--- src/hbe_map.vh ---
// Constants for the multiplexed host bus emulation port
`ifndef HBE_MAP_VH
`define HBE_MAP_VH
// Command opcodes on the command port
`define CMD_NOP 4'h0
`define CMD_READ 4'h1
`define CMD_WRITE 4'h2
`define CMD_AUX_SET 4'h3
`define CMD_AUX_GET 4'h4
`define CMD_WAIT_HIGH 4'h5
`define CMD_WAIT_LOW 4'h6
`define CMD_IRQ_READ 4'h7
// Aux field positions within the low bits of the data byte
`define AUX_ZERO_BIT 0
`define AUX_ONE_BIT 1
// Reset values
`define AUX_OUT_RST 2'h0
`define AUX_OE_RST 2'h0
// Phase lengths in core clock cycles
`define ALE_CYCLES 8'h01
`define SETUP_CYCLES 8'h01
`define STROBE_CYCLES 8'h02
`define HOLD_CYCLES 8'h01
`endif

--- src/hbe_phase_timer.v ---
// Phase duration counter for the bus cycle sequencer
`timescale 1ns/10ps
`default_nettype none
module hbe_phase_timer #(
	parameter WIDTH = 8
) (
	input wire clk,
	input wire reset_n,
	input wire load,
	input wire [WIDTH-1:0] load_value,
	input wire hold,
	output wire done
);
	reg [WIDTH-1:0] count_ff;
	reg [WIDTH-1:0] nxt_count;

	// Reload, hold while stretched, else count down
	always @* begin
		nxt_count = count_ff;
		if (load) begin
			nxt_count = load_value;
		end else if (!hold && count_ff != {WIDTH{1'b0}}) begin
			nxt_count = count_ff - {{(WIDTH-1){1'b0}}, 1'b1};
		end
	end

	// Counter register
	always @(posedge clk) begin
		if (!reset_n) begin
			count_ff <= {WIDTH{1'b0}};
		end else begin
			count_ff <= nxt_count;
		end
	end

	// Last cycle of a phase, never while stretched; load kept out to avoid a loop
	assign done = (count_ff <= {{(WIDTH-1){1'b0}}, 1'b1}) && !hold;
endmodule
`default_nettype wire

--- src/hbe_aux_pins.v ---
// Two auxiliary I/O pins with drive, read and level detect
`timescale 1ns/10ps
`default_nettype none
`include "hbe_map.vh"
module hbe_aux_pins (
	input wire clk,
	input wire reset_n,
	input wire set_en,
	input wire [1:0] set_value,
	input wire [1:0] set_dir,
	input wire [1:0] pin_in,
	output reg [1:0] pin_out,
	output reg [1:0] pin_oe,
	output reg [1:0] pin_level
);
	// Output latches, directions and registered input levels
	always @(posedge clk) begin
		if (!reset_n) begin
			pin_out <= `AUX_OUT_RST;
			pin_oe <= `AUX_OE_RST;
			pin_level <= 2'h0;
		end else begin
			pin_level <= pin_in;
			if (set_en) begin
				pin_out <= set_value;
				pin_oe <= set_dir;
			end
		end
	end
endmodule
`default_nettype wire

--- src/hbe_bus_master.v ---
// Emulated microcontroller multiplexed bus master, top level
`timescale 1ns/10ps
`default_nettype none
`include "hbe_map.vh"
module hbe_bus_master (
	input wire clk,
	input wire reset_n,
	input wire mode_enable,
	input wire cmd_valid,
	input wire [3:0] cmd_op,
	input wire [15:0] cmd_addr,
	input wire [7:0] cmd_wdata,
	output reg cmd_ready_ff,
	output reg rsp_valid_ff,
	output reg [7:0] rsp_data_ff,
	input wire [7:0] muxed_addr_data_in,
	output reg [7:0] muxed_addr_data_out_ff,
	output reg muxed_addr_data_oe_ff,
	output reg [7:0] addr_high_ff,
	output reg select_n_ff,
	output reg addr_latch_ff,
	output reg read_n_ff,
	output reg write_n_ff,
	input wire wait_extend_in,
	output reg bus_clock_out_ff,
	input wire aux_pin_zero_in,
	output reg aux_pin_zero_out_ff,
	output reg aux_pin_zero_oe_ff,
	input wire aux_pin_one_in,
	output reg aux_pin_one_out_ff,
	output reg aux_pin_one_oe_ff
);
	localparam S_IDLE = 8'h01;
	localparam S_ALE = 8'h02;
	localparam S_SETUP = 8'h04;
	localparam S_STROBE = 8'h08;
	localparam S_HOLD = 8'h10;
	localparam S_WAIT = 8'h20;
	localparam S_DONE = 8'h40;

	reg [7:0] state_ff;
	reg [7:0] nxt_state;
	reg is_write_ff;
	reg wait_high_ff;
	reg read_after_ff;
	reg [15:0] addr_ff;
	reg [7:0] wdata_ff;
	reg [7:0] nxt_load_value;
	reg nxt_load;
	reg aux_set_en;
	wire phase_done;
	wire [1:0] aux_out;
	wire [1:0] aux_oe;
	wire [1:0] aux_level;
	wire stretch;
	wire take_cmd;
	wire [15:0] cycle_addr;
	reg nxt_in_cycle;
	reg nxt_strobe;

	// Ready low only stretches the strobe phase
	assign stretch = (state_ff == S_STROBE) && !wait_extend_in;

	// Accept a command only in idle with the mode on
	assign take_cmd = (state_ff == S_IDLE) && cmd_valid && mode_enable;

	// A cycle started from idle takes its address straight off the command port
	assign cycle_addr = (state_ff == S_IDLE) ? cmd_addr : addr_ff;

	// Select spans latch to hold, a strobe only the strobe phase
	always @* begin
		nxt_in_cycle = 1'b0;
		nxt_strobe = 1'b0;
		case (nxt_state)
			S_ALE, S_SETUP, S_HOLD: begin
				nxt_in_cycle = 1'b1;
			end
			S_STROBE: begin
				nxt_in_cycle = 1'b1;
				nxt_strobe = 1'b1;
			end
			default: begin
				nxt_in_cycle = 1'b0;
			end
		endcase
	end

	hbe_phase_timer #(
		.WIDTH(8)
	) u_timer (
		.clk(clk),
		.reset_n(reset_n),
		.load(nxt_load),
		.load_value(nxt_load_value),
		.hold(stretch),
		.done(phase_done)
	);

	hbe_aux_pins u_aux (
		.clk(clk),
		.reset_n(reset_n),
		.set_en(aux_set_en),
		.set_value(cmd_wdata[1:0]),
		.set_dir(cmd_addr[1:0]),
		.pin_in({aux_pin_one_in, aux_pin_zero_in}),
		.pin_out(aux_out),
		.pin_oe(aux_oe),
		.pin_level(aux_level)
	);

	// Aux commands act in idle only
	always @* begin
		aux_set_en = take_cmd && (cmd_op == `CMD_AUX_SET);
	end

	// Sequencer next state and phase loads
	always @* begin
		nxt_state = state_ff;
		nxt_load = 1'b0;
		nxt_load_value = 8'h00;
		case (state_ff)
			S_IDLE: begin
				if (cmd_valid && mode_enable) begin
					case (cmd_op)
						`CMD_READ, `CMD_WRITE: begin
							nxt_state = S_ALE;
							nxt_load = 1'b1;
							nxt_load_value = `ALE_CYCLES;
						end
						`CMD_WAIT_HIGH, `CMD_WAIT_LOW, `CMD_IRQ_READ: begin
							nxt_state = S_WAIT;
						end
						`CMD_AUX_SET, `CMD_AUX_GET: begin
							nxt_state = S_DONE;
						end
						default: begin
							nxt_state = S_IDLE;
						end
					endcase
				end
			end
			S_WAIT: begin
				if (aux_level[`AUX_ONE_BIT] == wait_high_ff) begin
					if (read_after_ff) begin
						nxt_state = S_ALE;
						nxt_load = 1'b1;
						nxt_load_value = `ALE_CYCLES;
					end else begin
						nxt_state = S_DONE;
					end
				end
			end
			S_ALE: begin
				if (phase_done) begin
					nxt_state = S_SETUP;
					nxt_load = 1'b1;
					nxt_load_value = `SETUP_CYCLES;
				end
			end
			S_SETUP: begin
				if (phase_done) begin
					nxt_state = S_STROBE;
					nxt_load = 1'b1;
					nxt_load_value = `STROBE_CYCLES;
				end
			end
			S_STROBE: begin
				if (phase_done) begin
					nxt_state = S_HOLD;
					nxt_load = 1'b1;
					nxt_load_value = `HOLD_CYCLES;
				end
			end
			S_HOLD: begin
				if (phase_done) begin
					nxt_state = S_DONE;
				end
			end
			S_DONE: begin
				nxt_state = S_IDLE;
			end
			default: begin
				nxt_state = S_IDLE;
			end
		endcase
	end

	// Command capture and state register
	always @(posedge clk) begin
		if (!reset_n) begin
			state_ff <= S_IDLE;
			is_write_ff <= 1'b0;
			wait_high_ff <= 1'b0;
			read_after_ff <= 1'b0;
			addr_ff <= 16'h0000;
			wdata_ff <= 8'h00;
		end else begin
			state_ff <= nxt_state;
			if (take_cmd) begin
				is_write_ff <= (cmd_op == `CMD_WRITE);
				wait_high_ff <= (cmd_op == `CMD_WAIT_HIGH) || (cmd_op == `CMD_IRQ_READ);
				read_after_ff <= (cmd_op == `CMD_IRQ_READ);
				addr_ff <= cmd_addr;
				wdata_ff <= cmd_wdata;
			end
		end
	end

	// Select and latch pulse follow the next phase
	always @(posedge clk) begin
		if (!reset_n) begin
			select_n_ff <= 1'b1;
			addr_latch_ff <= 1'b0;
		end else begin
			addr_latch_ff <= (nxt_state == S_ALE);
			select_n_ff <= !nxt_in_cycle;
		end
	end

	// Strobes only in the strobe phase, picked by direction
	always @(posedge clk) begin
		if (!reset_n) begin
			read_n_ff <= 1'b1;
			write_n_ff <= 1'b1;
		end else begin
			read_n_ff <= !(nxt_strobe && !is_write_ff);
			write_n_ff <= !(nxt_strobe && is_write_ff);
		end
	end

	// High address byte, held after the cycle ends
	always @(posedge clk) begin
		if (!reset_n) begin
			addr_high_ff <= 8'h00;
		end else if (nxt_state == S_ALE) begin
			addr_high_ff <= cycle_addr[15:8];
		end
	end

	// Muxed byte: low address in the latch phase, then write data
	always @(posedge clk) begin
		if (!reset_n) begin
			muxed_addr_data_out_ff <= 8'h00;
			muxed_addr_data_oe_ff <= 1'b0;
		end else if (nxt_state == S_ALE) begin
			muxed_addr_data_out_ff <= cycle_addr[7:0];
			muxed_addr_data_oe_ff <= 1'b1;
		end else if (nxt_in_cycle) begin
			muxed_addr_data_out_ff <= wdata_ff;
			muxed_addr_data_oe_ff <= is_write_ff;
		end else begin
			muxed_addr_data_oe_ff <= 1'b0;
		end
	end

	// End-of-command pulse and idle indication
	always @(posedge clk) begin
		if (!reset_n) begin
			rsp_valid_ff <= 1'b0;
			cmd_ready_ff <= 1'b0;
		end else begin
			rsp_valid_ff <= (state_ff == S_DONE);
			cmd_ready_ff <= (nxt_state == S_IDLE) && mode_enable;
		end
	end

	// Read data captured as the strobe ends, aux levels on request
	always @(posedge clk) begin
		if (!reset_n) begin
			rsp_data_ff <= 8'h00;
		end else if (state_ff == S_STROBE && phase_done && !is_write_ff) begin
			rsp_data_ff <= muxed_addr_data_in;
		end else if (take_cmd && cmd_op == `CMD_AUX_GET) begin
			rsp_data_ff <= {6'h00, aux_level};
		end
	end

	// Master clock out, a toggle at half the core rate while enabled
	always @(posedge clk) begin
		if (!reset_n) begin
			bus_clock_out_ff <= 1'b0;
		end else begin
			bus_clock_out_ff <= mode_enable ? !bus_clock_out_ff : 1'b0;
		end
	end

	// Aux pin drivers mirror the aux latches one cycle later
	always @(posedge clk) begin
		if (!reset_n) begin
			aux_pin_zero_out_ff <= 1'b0;
			aux_pin_zero_oe_ff <= 1'b0;
			aux_pin_one_out_ff <= 1'b0;
			aux_pin_one_oe_ff <= 1'b0;
		end else begin
			aux_pin_zero_out_ff <= aux_out[`AUX_ZERO_BIT];
			aux_pin_zero_oe_ff <= aux_oe[`AUX_ZERO_BIT];
			aux_pin_one_out_ff <= aux_out[`AUX_ONE_BIT];
			aux_pin_one_oe_ff <= aux_oe[`AUX_ONE_BIT];
		end
	end
endmodule
`default_nettype wire

--- config.mk ---
export PLATFORM = sky130hd
export DESIGN_NAME = hbe_bus_master
export DESIGN_NICKNAME = d
export VERILOG_FILES = /design/src/hbe_phase_timer.v /design/src/hbe_aux_pins.v /design/src/hbe_bus_master.v
export VERILOG_INCLUDE_DIRS = /design/src
export SDC_FILE = /design/constraint.sdc
export NUM_CORES = 1
export LEC_CHECK = 0
export ABC_AREA = 0
export BUFFER_PORTS_ARGS = -buffer_cell sky130_fd_sc_hd__buf_4
export CORE_MARGIN = 5
export CORE_UTILIZATION = 55
export DETAILED_ROUTE_END_ITERATION = 8
export GPL_TIMING_DRIVEN = 1
export HOLD_SLACK_MARGIN = 0.05
export PLACE_DENSITY_LB_ADDON = 0.12
export REMOVE_ABC_BUFFERS = 1
export SYNTH_ARGS = -nofsm -noshare
export SYNTH_HDL_FRONTEND = slang
export SYNTH_HIERARCHICAL = 1
export SYNTH_SLANG_ARGS = --single-unit
--- constraint.sdc ---
create_clock -name clk -period 3.75 [get_ports clk]
set_clock_uncertainty 0.15 [all_clocks]
set_input_delay 0.375 -clock clk [delete_from_list [all_inputs] [get_ports clk]]
set_output_delay 0.375 -clock clk [all_outputs]
set_load 0.005 [all_outputs]
## After elaboration in Yosys (flattened, before gate mapping)

Cells that the tools add are included.

- Input port bits: 43
- Logic and storage cells: 112
- Output and inout bits: 36
- Bits in registers: 85

- Equal/unequal tests: 20
- $add $sub $neg: 1
- Reductions and logical operators: 32
- Multiplexer cells: 33
- Magnitude comparators: 1

Operators with widths:

| operator | number |
|---|---|
| 8-bit 2-to-1 mux | 12 |
| 8-bit one-hot mux with 6 select lines | 1 |
| 7-bit one-hot mux with 3 select lines | 1 |
| 4-bit by 3-bit == test with 1-bit output, second input constant | 4 |
| 8-bit by 1-bit == test with 1-bit output, second input constant | 2 |
| 8-bit by 2-bit == test with 1-bit output, second input constant | 2 |
| 8-bit by 3-bit == test with 1-bit output, second input constant | 2 |
| 8-bit by 4-bit == test with 1-bit output, second input constant | 2 |
| 8-bit by 5-bit == test with 1-bit output, second input constant | 2 |
| 16-bit 2-to-1 mux | 1 |
| 1-bit 2-to-1 mux | 14 |
| 1-bit logical AND | 13 |
| 4-bit by 2-bit == test with 1-bit output, second input constant | 2 |
| 8-bit by 6-bit == test with 1-bit output, second input constant | 1 |
| 8-bit by 7-bit == test with 1-bit output, second input constant | 1 |
| 8-bit by 1-bit <= comparator with 1-bit output, second input constant | 1 |
| 2-bit one-hot mux with 4 select lines | 1 |
| 8-bit nonzero test | 1 |
| 8-bit by 1-bit subtractor with 8-bit output, second input constant | 1 |
| 1-bit logical NOT | 7 |
| 7-bit 2-to-1 mux | 1 |
| 2-bit nonzero test | 3 |
| 2-bit OR reduction | 3 |
| 3-bit OR reduction | 2 |
| other kinds (7) | 7 |

## Longest topological paths before layout

Gate-level depths: netlist (run 1).

- Word-level depth: 11
- Depth in mapped cells: 14
- Depth with buffers taken out: 12

## Modules after synthesis

Netlist (run 1), hierarchy kept.

Modules (own cells, without submodules):

| module | area an instance (um^2) | instances | cells each | sequential area each (um^2) |
|---|---|---|---|---|
| hbe_bus_master | 3,203.1 | 1 | 370 | 1,421.4 |
| hbe_phase_timer | 523.0 | 1 | 60 | 160.2 |
| hbe_aux_pins | 209.0 | 1 | 17 | 120.1 |

## Worst setup path before layout (run 1)

OpenSTA, ideal clock, no wires.

- Path kind: flip-flop to flip-flop
- Start point: register state_ff[4]
- End point: register muxed_addr_data_out_ff[4]
- Setup slack: 0.564 ns
- Period minus slack after synthesis: 3.186 ns
- Required time: 3.509 ns
- Buffers on the path: 2
- Arrival time: 2.945 ns
- Cell stages (with the launch flop): 13
- Setup time: 0.091 ns
- Cell sequence: dfxtp_1 > buf_2 > nor4_1 > nand2_1 > nor3_1 > nor3_1 > nor4b_1 > clkbuf_1 > nor4b_1 > a211oi_1 > nor4_2 > o21ai_0 > a311oi_1

- Word-level cells in the longest chain between the ends: 10
- Elaborated cells between the ends (all ways): 25
- Those cells by class: 10 x eq/ne; 10 x mux; 5 x reduce/logical

Ends and longest elaborated chain:

| what | RTL line | RTL |
|---|---|---|
| from (decl) | hbe_bus_master.v:41 | `reg [7:0] state_ff;` |
| from (signal assigned) | hbe_bus_master.v:198 | `state_ff <= nxt_state;` |
| 8-bit by 4-bit == test with 1-bit output * | hbe_bus_master.v:62 | `assign stretch = (state_ff == S_STROBE) && !wait_extend_in;` |
| 1-bit logical AND * | hbe_bus_master.v:62 |  |
| named net stretch | hbe_bus_master.v:55 | `wire stretch;` |
| 1-bit logical NOT * | hbe_phase_timer.v:37 | `assign done = (count_ff <= {{(WIDTH-1){1'b0}}, 1'b1}) && !hold;` |
| 1-bit logical AND * | hbe_phase_timer.v:37 |  |
| named net phase_done | hbe_bus_master.v:51 | `wire phase_done;` |
| 8-bit 2-to-1 mux (on tied branches) | n/a |  |
| 8-bit one-hot mux with 6 select lines * | hbe_bus_master.v:121 | `case (state_ff)` |
| 8-bit by 2-bit == test with 1-bit output (tied with other cells) | hbe_bus_master.v:74, hbe_bus_master.v:245 |  |
| 4-bit OR reduction (no source line) | n/a |  |
| 1-bit 2-to-1 mux | hbe_bus_master.v:74 | `case (nxt_state)` |
| 2-bit nonzero test (no source line) | n/a |  |
| to (signal assigned) | hbe_bus_master.v:246 | `muxed_addr_data_out_ff <= cycle_addr[7:0];` |
| to (signal assigned) | hbe_bus_master.v:249 | `muxed_addr_data_out_ff <= wdata_ff;` |
| to (decl) | hbe_bus_master.v:17 | `output reg [7:0] muxed_addr_data_out_ff,` |

The timed path passes the listed nets; every way through them passes the cells marked *.
A chain may end at the register's enable or synchronous reset.

## Worst setup path in the final report (run 1)

- Start point: register state_ff[5]
- End point: register muxed_addr_data_out_ff[1]

The elaborated chain is that of the path after synthesis.

==> results of run 1 <==
[layout make-up]
type                    count  area (um^2)
inverters                   5        18.77
well taps                  96        120.1
clock buffers              10        127.6
flip-flops and latches     85         1702
multi-input cells         335         2085
clock inverters             6        68.82
repair buffers             95        713.2
fillers                   557         2034
[power by group through the flow]
| stage | sequential [mW] | combinational (mW) | clock [mW] |
|---|---|---|---|
| after floorplan | 1.01 | 0.360 | 0 |
| after global placement | 1.02 | 0.499 | 0 |
| after detailed placement | 1.02 | 0.513 | 0 |
| after CTS | 1.00 | 0.517 | 0.664 |
| after global routing | 1.01 | 0.573 | 0.706 |
| final | 1.00 | 0.521 | 0.655 |
[worst reg2reg max path, delay by kind of cell, from the launching register on]
kind                   cells  cell delay, ps
AO/OA/AOI/OAI              2             210
buffers and inverters      1             160
flip-flops                 1             350
AND/OR/NAND/NOR            8            2180
[through the flow]
step | cells | worst slack, ps | hold slack (ps) | utilization [%]
after floorplan | 425 | 271.2 | 250.7 | -
after global placement | 616 | 685.6 | 251.0 | 67.52
after detailed placement | 616 | 575.2 | 258.3 | 67.52
after CTS | 632 | 553.8 | 74.97 | 70.38
after global routing | 632 | 309.1 | 78.10 | 70.38
final | 632 | 539.8 | 78.70 | 70.38
[per-layer routing]
layer / global-route usage [%] / vias up / wire, um
met5: 0 / - / 0
met4: 7.813 / 0 / 151
met3: 5.100 / 18 / 700
met2: 37.83 / 129 / 4827
met1: 28.57 / 1670 / 4266
li1: - / 1770 / -
[cell usage in the layout (no fill, tap or decap), types with 5 or more instances in the layout]
cell type / synthesis / layout
buf_4: 1 / 95
dfxtp_1: 85 / 85
nand2_1: 66 / 66
a21oi_1: 41 / 41
nor2_1: 27 / 27
nand3_1: 16 / 16
mux2i_1: 16 / 16
o21ai_0: 16 / 16
nor3_1: 15 / 15
nor2b_1: 14 / 14
clkbuf_8: 0 / 9
nand2b_1: 8 / 8
xnor2_1: 8 / 8
a211oi_2: 8 / 8
a311oi_1: 8 / 8
nor4_1: 7 / 7
a22oi_1: 7 / 7
a221oi_1: 7 / 7
conb_1: 1 / 7
and2_1: 6 / 6
and2b_1: 5 / 5
[Yosys cell counts, drive strengths merged (2+ instances only)]
cell type and n:
dfxtp 85, nand2 67, a21oi 41, nor2 28, nor3 17, o21ai 17
mux2i 16, nand3 16, clkbuf 15, nor2b 14, buf 12, a211oi 10
nor4 9, a221oi 8, a311oi 8, nand2b 8, xnor2 8, a22oi 7
and2 6, or3 6, and2b 5, inv 5, nor4b 5, ha 3
nand4 3, o31ai 3, a31oi 2, a32oi 2, nor3b 2, nor4bb 2
o211a 2, or4 2
[cells by family (layout without fill, tap and decap cells)]
group                      after synthesis  after routing  share of synthesized area (%)
buffers and inverters                   33            116                          4.578
AOI/OAI and AO/OA                      106            106                          18.60
and+or+nand+nor                        195            195                          26.68
other                                    1              7                        0.09530
muxes                                   16             16                          4.070
adders and majority gates                3              3                         0.9540
DFF                                     85             85                          43.24
xor gates and xnor gates                 8              8                          1.781
[path summary, 6_finish.rpt]
path                                        from                         to  slack, ps  depth (start not counted)
worst min register to register  bus_clock_out_ff           bus_clock_out_ff        270                          1
worst max register to register       state_ff[5]  muxed_addr_data_out_ff[1]        540                         11
worst max-delay path                 state_ff[5]  muxed_addr_data_out_ff[1]        540                         11
worst min-delay path             aux_pin_zero_in         u_aux/pin_level[0]         80                          2
[sequential cells by signal (all words and copies together), names as in the netlist, 2 cells and up]
name                    count
addr_high_ff                8
u_aux/pin_oe                2
u_aux/pin_level             2
u_timer/count_ff            8
wdata_ff                    8
muxed_addr_data_out_ff      8
state_ff                    8
u_aux/pin_out               2
addr_ff                    16
rsp_data_ff                 8
==> load_flow_metrics.sql, run 1 <==
INSERT INTO impl_metrics (metric_group, metric, value, unit) VALUES
('run_status', 'status', 'finished clean', ''),
('die', 'die_area', '8946', 'um^2'),
('power', 'switching_share', '30.36', '%'),
('timing', 'finalWorstPathRequiredPeriod', '3210', 'ps'),
('clock_network', 'post_cts_buffers', '0', ''),
('power', 'seq_power_share', '46.1', '%'),
('clock_network', 'cts.clk_slew.worst_paths', '90', 'ps'),
('timing', 'worst_slew_pin_slew', '1012', 'ps'),
('routing', 'drt_iter0_drc', '188', ''),
('routing', 'antenna_left', '0', ''),
('cells_and_area', 'antenna_cells_inserted', '0', ''),
('worst_hold_path', 'worst_min_delay_path_category', 'primary input to flip-flop', ''),
('logic_synthesis', 'synth-edff-count', '0', ''),
('routing', 'drt-vias-per-instance', '5.676', ''),
('critical_path', 'cpMaxStageDelayCell', 'or4_1', ''),
('logic_synthesis', 'synth_top_cell_by_area', 'dfxtp_1', ''),
('timing', 'slew_violations', '0', ''),
('critical_path', 'critical_path_arrival', '3250', 'ps'),
('critical_path', 'timing.critical_path.max_delay_family', 'simple AND/OR/NAND/NOR gates', ''),
('power', 'p_clk_share', '30.0', '%'),
('logic_synthesis', 'synth_cells', '447', ''),
('timing', 'relSlewSlack', '32.09', '%'),
('timing', 'timing.fmax', '311.5', 'MHz'),
('routing', 'avgRoutedWirePerCell', '15.74', 'um'),
('critical_path', 'critPathMaxFanout', '8', ''),
('logic_synthesis', 'synth_area_leaders', 'dfxtp_1, nand2_1, a21oi_1', ''),
('timing', 'layout_worst_path_cycle_share', '85.61', '%'),
('routing', 'drt-pass1-iter-count', '5', ''),
('logic_synthesis', 'post-synth-top-area-fraction', '43.24', '%'),
('cells_and_area', 'final_layout_size_suffix_gt1_share', '25.19', '%'),
('die', 'core_box_area', '6869', 'um^2'),
('clock_network', 'cts_hold_repair.buffers', '0', ''),
('placed_design', 'place_area', '4638', 'um^2'),
('routing', 'post-route-drc-count', '0', ''),
('timing', 'final-setup-viol-count', '0', ''),
('clock_network', 'clock_sinks', '85', ''),
('clock_network', 'cts_root_buf', 'clkbuf_8', ''),
('clock_network', 'clock_latency', '350', 'ps'),
('clock_network', 'post_cts_resize_count', '0', ''),
('power', 'total_power', '2.181', 'mW'),
('grt', 'globalRouteTotalUtil', '22.56', '%'),
('logic_synthesis', 'async_reset_ff_share', '0', '%'),
('die', 'chipHeight', '94.59', 'um'),
('placed_design', 'gp_routability_congestion', '0.8853', ''),
('grt', 'grt.overflow.total', '0', ''),
('grt', 'first_global_vias', '3497', ''),
('timing', 'unrepaired_setup_endpoints_after_global_routing', 'false', ''),
('die', 'die_x', '94.59', 'um'),
('critical_path', 'crit_path_buf_inv_count', '1', ''),
('routing', 'detail_route.wirelength', '9946', 'um'),
('flow_run', 'drv.max_cap_violation_count', '0', ''),
('critical_path', 'stage_delay_of_the_slowest_cell_on_the_critical_path', '590', 'ps'),
('logic_synthesis', 'synth.avg_cell_area', '8.803', 'um^2'),
('clock_network', 'clock_path_buffers', '2', ''),
('timing', 'fin_tns_setup', '0', 'ps'),
('grt', 'antenna_violations_before_repair', '0', ''),
('power', 'p_leak', '1.873', 'nW'),
('clock_network', 'tritoncts_clock_tree', 'built', ''),
('critical_path', 'criticalPathCategory', 'flip-flop to flip-flop', ''),
('cells_and_area', 'nets', '577', ''),
('logic_synthesis', 'yosys_warnings', '6', ''),
('critical_path', 'critical_path.startpoint_type', 'flip-flop', ''),
('logic_synthesis', 'netlist_area', '3935', 'um^2'),
('logic_synthesis', 'yosys_register_bits', '85', ''),
('cells_and_area', 'final_cell_area', '4835', 'um^2'),
('power', 'netSwitchingPower', '0.6621', 'mW'),
('grt', 'global_route_wire_length_before_repair', '16140', 'um'),
('logic_synthesis', 'dominantRegCellSynth', 'dfxtp_1', ''),
('routing', 'total_via_count_after_detailed_routing', '3587', ''),
('die', 'placementRows', '30', ''),
('placed_design', 'io_buffers', '78', '');
Note: power is estimated with default switching activity, not from simulation.
==> run 2, diff against run 1 <==
==> constraint.sdc (replaced) <==
create_clock -name clk -period 3.75 [get_ports clk]
set_clock_uncertainty 0.15 [all_clocks]
set_input_delay 0 -clock clk [delete_from_list [all_inputs] [get_ports clk]]
set_output_delay 0 -clock clk [all_outputs]
set_load 0.005 [all_outputs]
==> run 2 against run 1 <==
Compared with the run above: first-iteration DRC count grew 16%; worst hold slack lost 19 ps; largest cell class unchanged; clock power is essentially flat; critical path type unchanged.
==> load_flow_metrics.sql, run 2 (synthesized netlist as in run 1, its figures left out) <==
INSERT INTO impl_metrics (metric_group, metric, value, unit) VALUES
('grt', 'grt_max_degree', '56', ''),
('critical_path', 'critical_path_arrival', '3250', 'ps'),
('die', 'core_box_area', '6869', 'um^2'),
('power', 'switching_share', '30.29', '%'),
('routing', 'avgRoutedWirePerCell', '15.79', 'um'),
('cells_and_area', 'final_cell_area', '5275', 'um^2'),
('clock_network', 'clock_path_buffers', '2', ''),
('cells_and_area', 'antenna_cells_inserted', '0', ''),
('routing', 'met3_routed_length', '677', 'um'),
('cells_and_area', 'area.growth.synth_to_final', '34.05', '%'),
('critical_path', 'critPathMaxFanout', '8', ''),
('grt', 'global_route_wire_length_before_repair', '17440', 'um'),
('timing', 'unrepaired_setup_endpoints_after_global_routing', 'false', ''),
('routing', 'drt-vias-per-instance', '5.589', ''),
('grt', 'globalRouteTotalUtil', '24.27', '%'),
('power', 'seq_power_share', '45.2', '%'),
('cells_and_area', 'final_layout_size_suffix_gt1_share', '23.28', '%'),
('routing', 'total_via_count_after_detailed_routing', '3778', ''),
('timing', 'slew_violations', '0', ''),
('cells_and_area', 'instances_no_fill', '676', ''),
('cells_and_area', 'mostFrequentLayoutCell', 'buf_4', ''),
('cells_and_area', 'top_register', 'addr_ff', ''),
('timing', 'final-setup-viol-count', '0', ''),
('timing', 'relSlewSlack', '31.64', '%'),
('placed_design', 'detailedPlacementHpwl', '6926', 'um'),
('clock_network', 'clock_latency', '350', 'ps'),
('critical_path', 'r2r_slack', '540', 'ps'),
('die', 'chipHeight', '94.59', 'um'),
('grt', 'first_global_vias', '3720', ''),
('worst_hold_path', 'worst_hold_path.num_cells', '5', ''),
('timing', 'worst_slew_pin_slew', '1019', 'ps'),
('cells_and_area', 'largest_register_ffs', '16', ''),
('routing', 'post-route-drc-count', '0', ''),
('cells_and_area', 'multi_input_combinational_cell_area', '2085', 'um^2'),
('power', 'total_power', '2.221', 'mW'),
('timing', 'finalWorstPathRequiredPeriod', '3210', 'ps'),
('die', 'die_area', '8946', 'um^2'),
('clock_network', 'post_cts_resize_count', '0', ''),
('power', 'power_per_cell_area', '421.1', 'nW/um^2'),
('critical_path', 'criticalPathCategory', 'flip-flop to flip-flop', ''),
('power', 'pwr-share-comb', '25.2', '%'),
('critical_path', 'crit_path_end_kind', 'flip-flop', ''),
('routing', 'antenna_left', '0', ''),
('critical_path', 'critical_path.startpoint_type', 'flip-flop', ''),
('routing', 'drt-pass1-iter-count', '5', ''),
('placed_design', 'dp_cells', '616', ''),
('cells_and_area', 'n_fill_cell', '491', ''),
('routing', 'top_signal_layer_used', 'met4', ''),
('clock_network', 'cts.clk_slew.worst_paths', '80', 'ps'),
('die', 'ios', '79', ''),
('cells_and_area', 'nets', '621', ''),
('worst_hold_path', 'worstHoldEndpoint', 'wait_high_ff', ''),
('routing', 'detail_route.wirelength', '10680', 'um'),
('critical_path', 'cp.required', '3790', 'ps'),
('routing', 'drt_iter0_drc', '219', ''),
('clock_network', 'post_cts_buffers', '0', ''),
('cells_and_area', 'most-common-layout-cells', 'buf_4, dfxtp_1, nand2_1', ''),
('die', 'placementRows', '30', ''),
('cells_and_area', 'post-route-util', '76.79', '%'),
('cells_and_area', 'ff_latch_area', '1702', 'um^2'),
('flow_run', 'drv.max_cap_violation_count', '0', ''),
('placed_design', 'io_buffers', '78', ''),
('routing', 'wirelength_met1', '4602', 'um'),
('grt', 'antenna_violations_before_repair', '0', ''),
('worst_hold_path', 'worst_min_delay_path_category', 'primary input to flip-flop', ''),
('clock_network', 'clock_sinks', '85', ''),
('power', 'irDropWorstVdd', '0.0002097', 'V'),
('critical_path', 'crit-reg2reg-launch', 'state_ff[5]', ''),
('timing', 'fin_tns_setup', '0', 'ps'),
('power', 'p_leak', '2.060', 'nW'),
('placed_design', 'gp_routability_congestion', '0.8853', ''),
('timing', 'timing.fmax', '311.6', 'MHz'),
('clock_network', 'tritoncts_clock_tree', 'built', ''),
('clock_network', 'cts_root_buf', 'clkbuf_8', ''),
('critical_path', 'reg2regPathDepth', '11', ''),
('clock_network', 'cts_inserted_buffers', '9', ''),
('placed_design', 'place_area', '4638', 'um^2'),
('routing', 'met2_length', '5240', 'um'),
('worst_hold_path', 'min_from', 'cmd_valid', ''),
('power', 'internal-power', '1.548', 'mW'),
('run_status', 'status', 'finished clean', ''),
('die', 'die_x', '94.59', 'um'),
('grt', 'grt.overflow.total', '0', ''),
('timing', 'final_number_of_hold_violating_endpoints', '0', ''),
('clock_network', 'cts_htree_levels', '3', ''),
('power', 'p_clk_share', '29.6', '%'),
('critical_path', 'crit-reg2reg-capture', 'muxed_addr_data_out_ff[1]', ''),
('die', 'start_util', '57.29', '%'),
('power', 'netSwitchingPower', '0.6728', 'mW'),
('timing', 'layout_worst_path_cycle_share', '85.59', '%');
==> run 2: what timing repair did <==
action / CTS / global route
endpoints found under the hold margin: 78 / 0
hold buffers: 44 / 0
endpoints found under the setup margin: 0 / 0
==> run 2: cell type report <==
cell class                 instances  share of cell area (%)
tap                               96                   2.277
inverter                           5                  0.3558
timing repair buffer             139                   21.87
clock inverter                     6                   1.305
sequential                        85                   32.26
clock buffer                      10                   2.419
multi-input combinational        335                   39.52
==> run 2: power by group through the flow <==
stage               clock [mW]  sequential [mW]  combinational, mW
finish                   0.658             1.00              0.559
global route             0.705             1.01              0.613
CTS                      0.664             1.00              0.553
detailed placement           0             1.02              0.513
global placement             0             1.02              0.499
floorplan                    0             1.01              0.360
==> run 2: routing by layer <==
layer  track usage, %  vias up
met3            4.940       20
met2            42.32      125
met4            7.813        0
met5                0        -
met1            29.95     1769
li1                 -     1864
==> run 2: per-stage QoR <==
stage,worst slack [ps],hold slack [ps]
4_1_cts,553.8,62.58
6_report,540.5,59.31
3_3_place_gp,685.6,57.52
3_5_place_dp,575.2,64.17
2_1_floorplan,271.2,-88.06
5_1_grt,308.0,63.53
==> run 2: how the worst max path moves through the flow <==
stage                                      endpoint         from  slack [ps]  depth (start not counted)
after CTS                 muxed_addr_data_out_ff[1]  state_ff[5]         550                         11
final                     muxed_addr_data_out_ff[1]  state_ff[5]         540                         11
after floorplan           muxed_addr_data_out_ff[0]  state_ff[6]         270                         10
after global routing      muxed_addr_data_out_ff[1]  state_ff[5]         310                         11
after global placement    muxed_addr_data_out_ff[7]  state_ff[5]         690                         11
after detailed placement  muxed_addr_data_out_ff[2]  state_ff[5]         580                         11
==> run 2: critical path, stage by stage (launching register included) <==
cell      delay (ps)
dfxtp_1          350
nor4_1           450
nand2_1          180
nor3_1           240
nor3_1            90
nor4b_1          180
buf_4            160
nor4b_1          270
a211oi_1         100
or4_1            590
nand3_1          180
a311oi_1         110
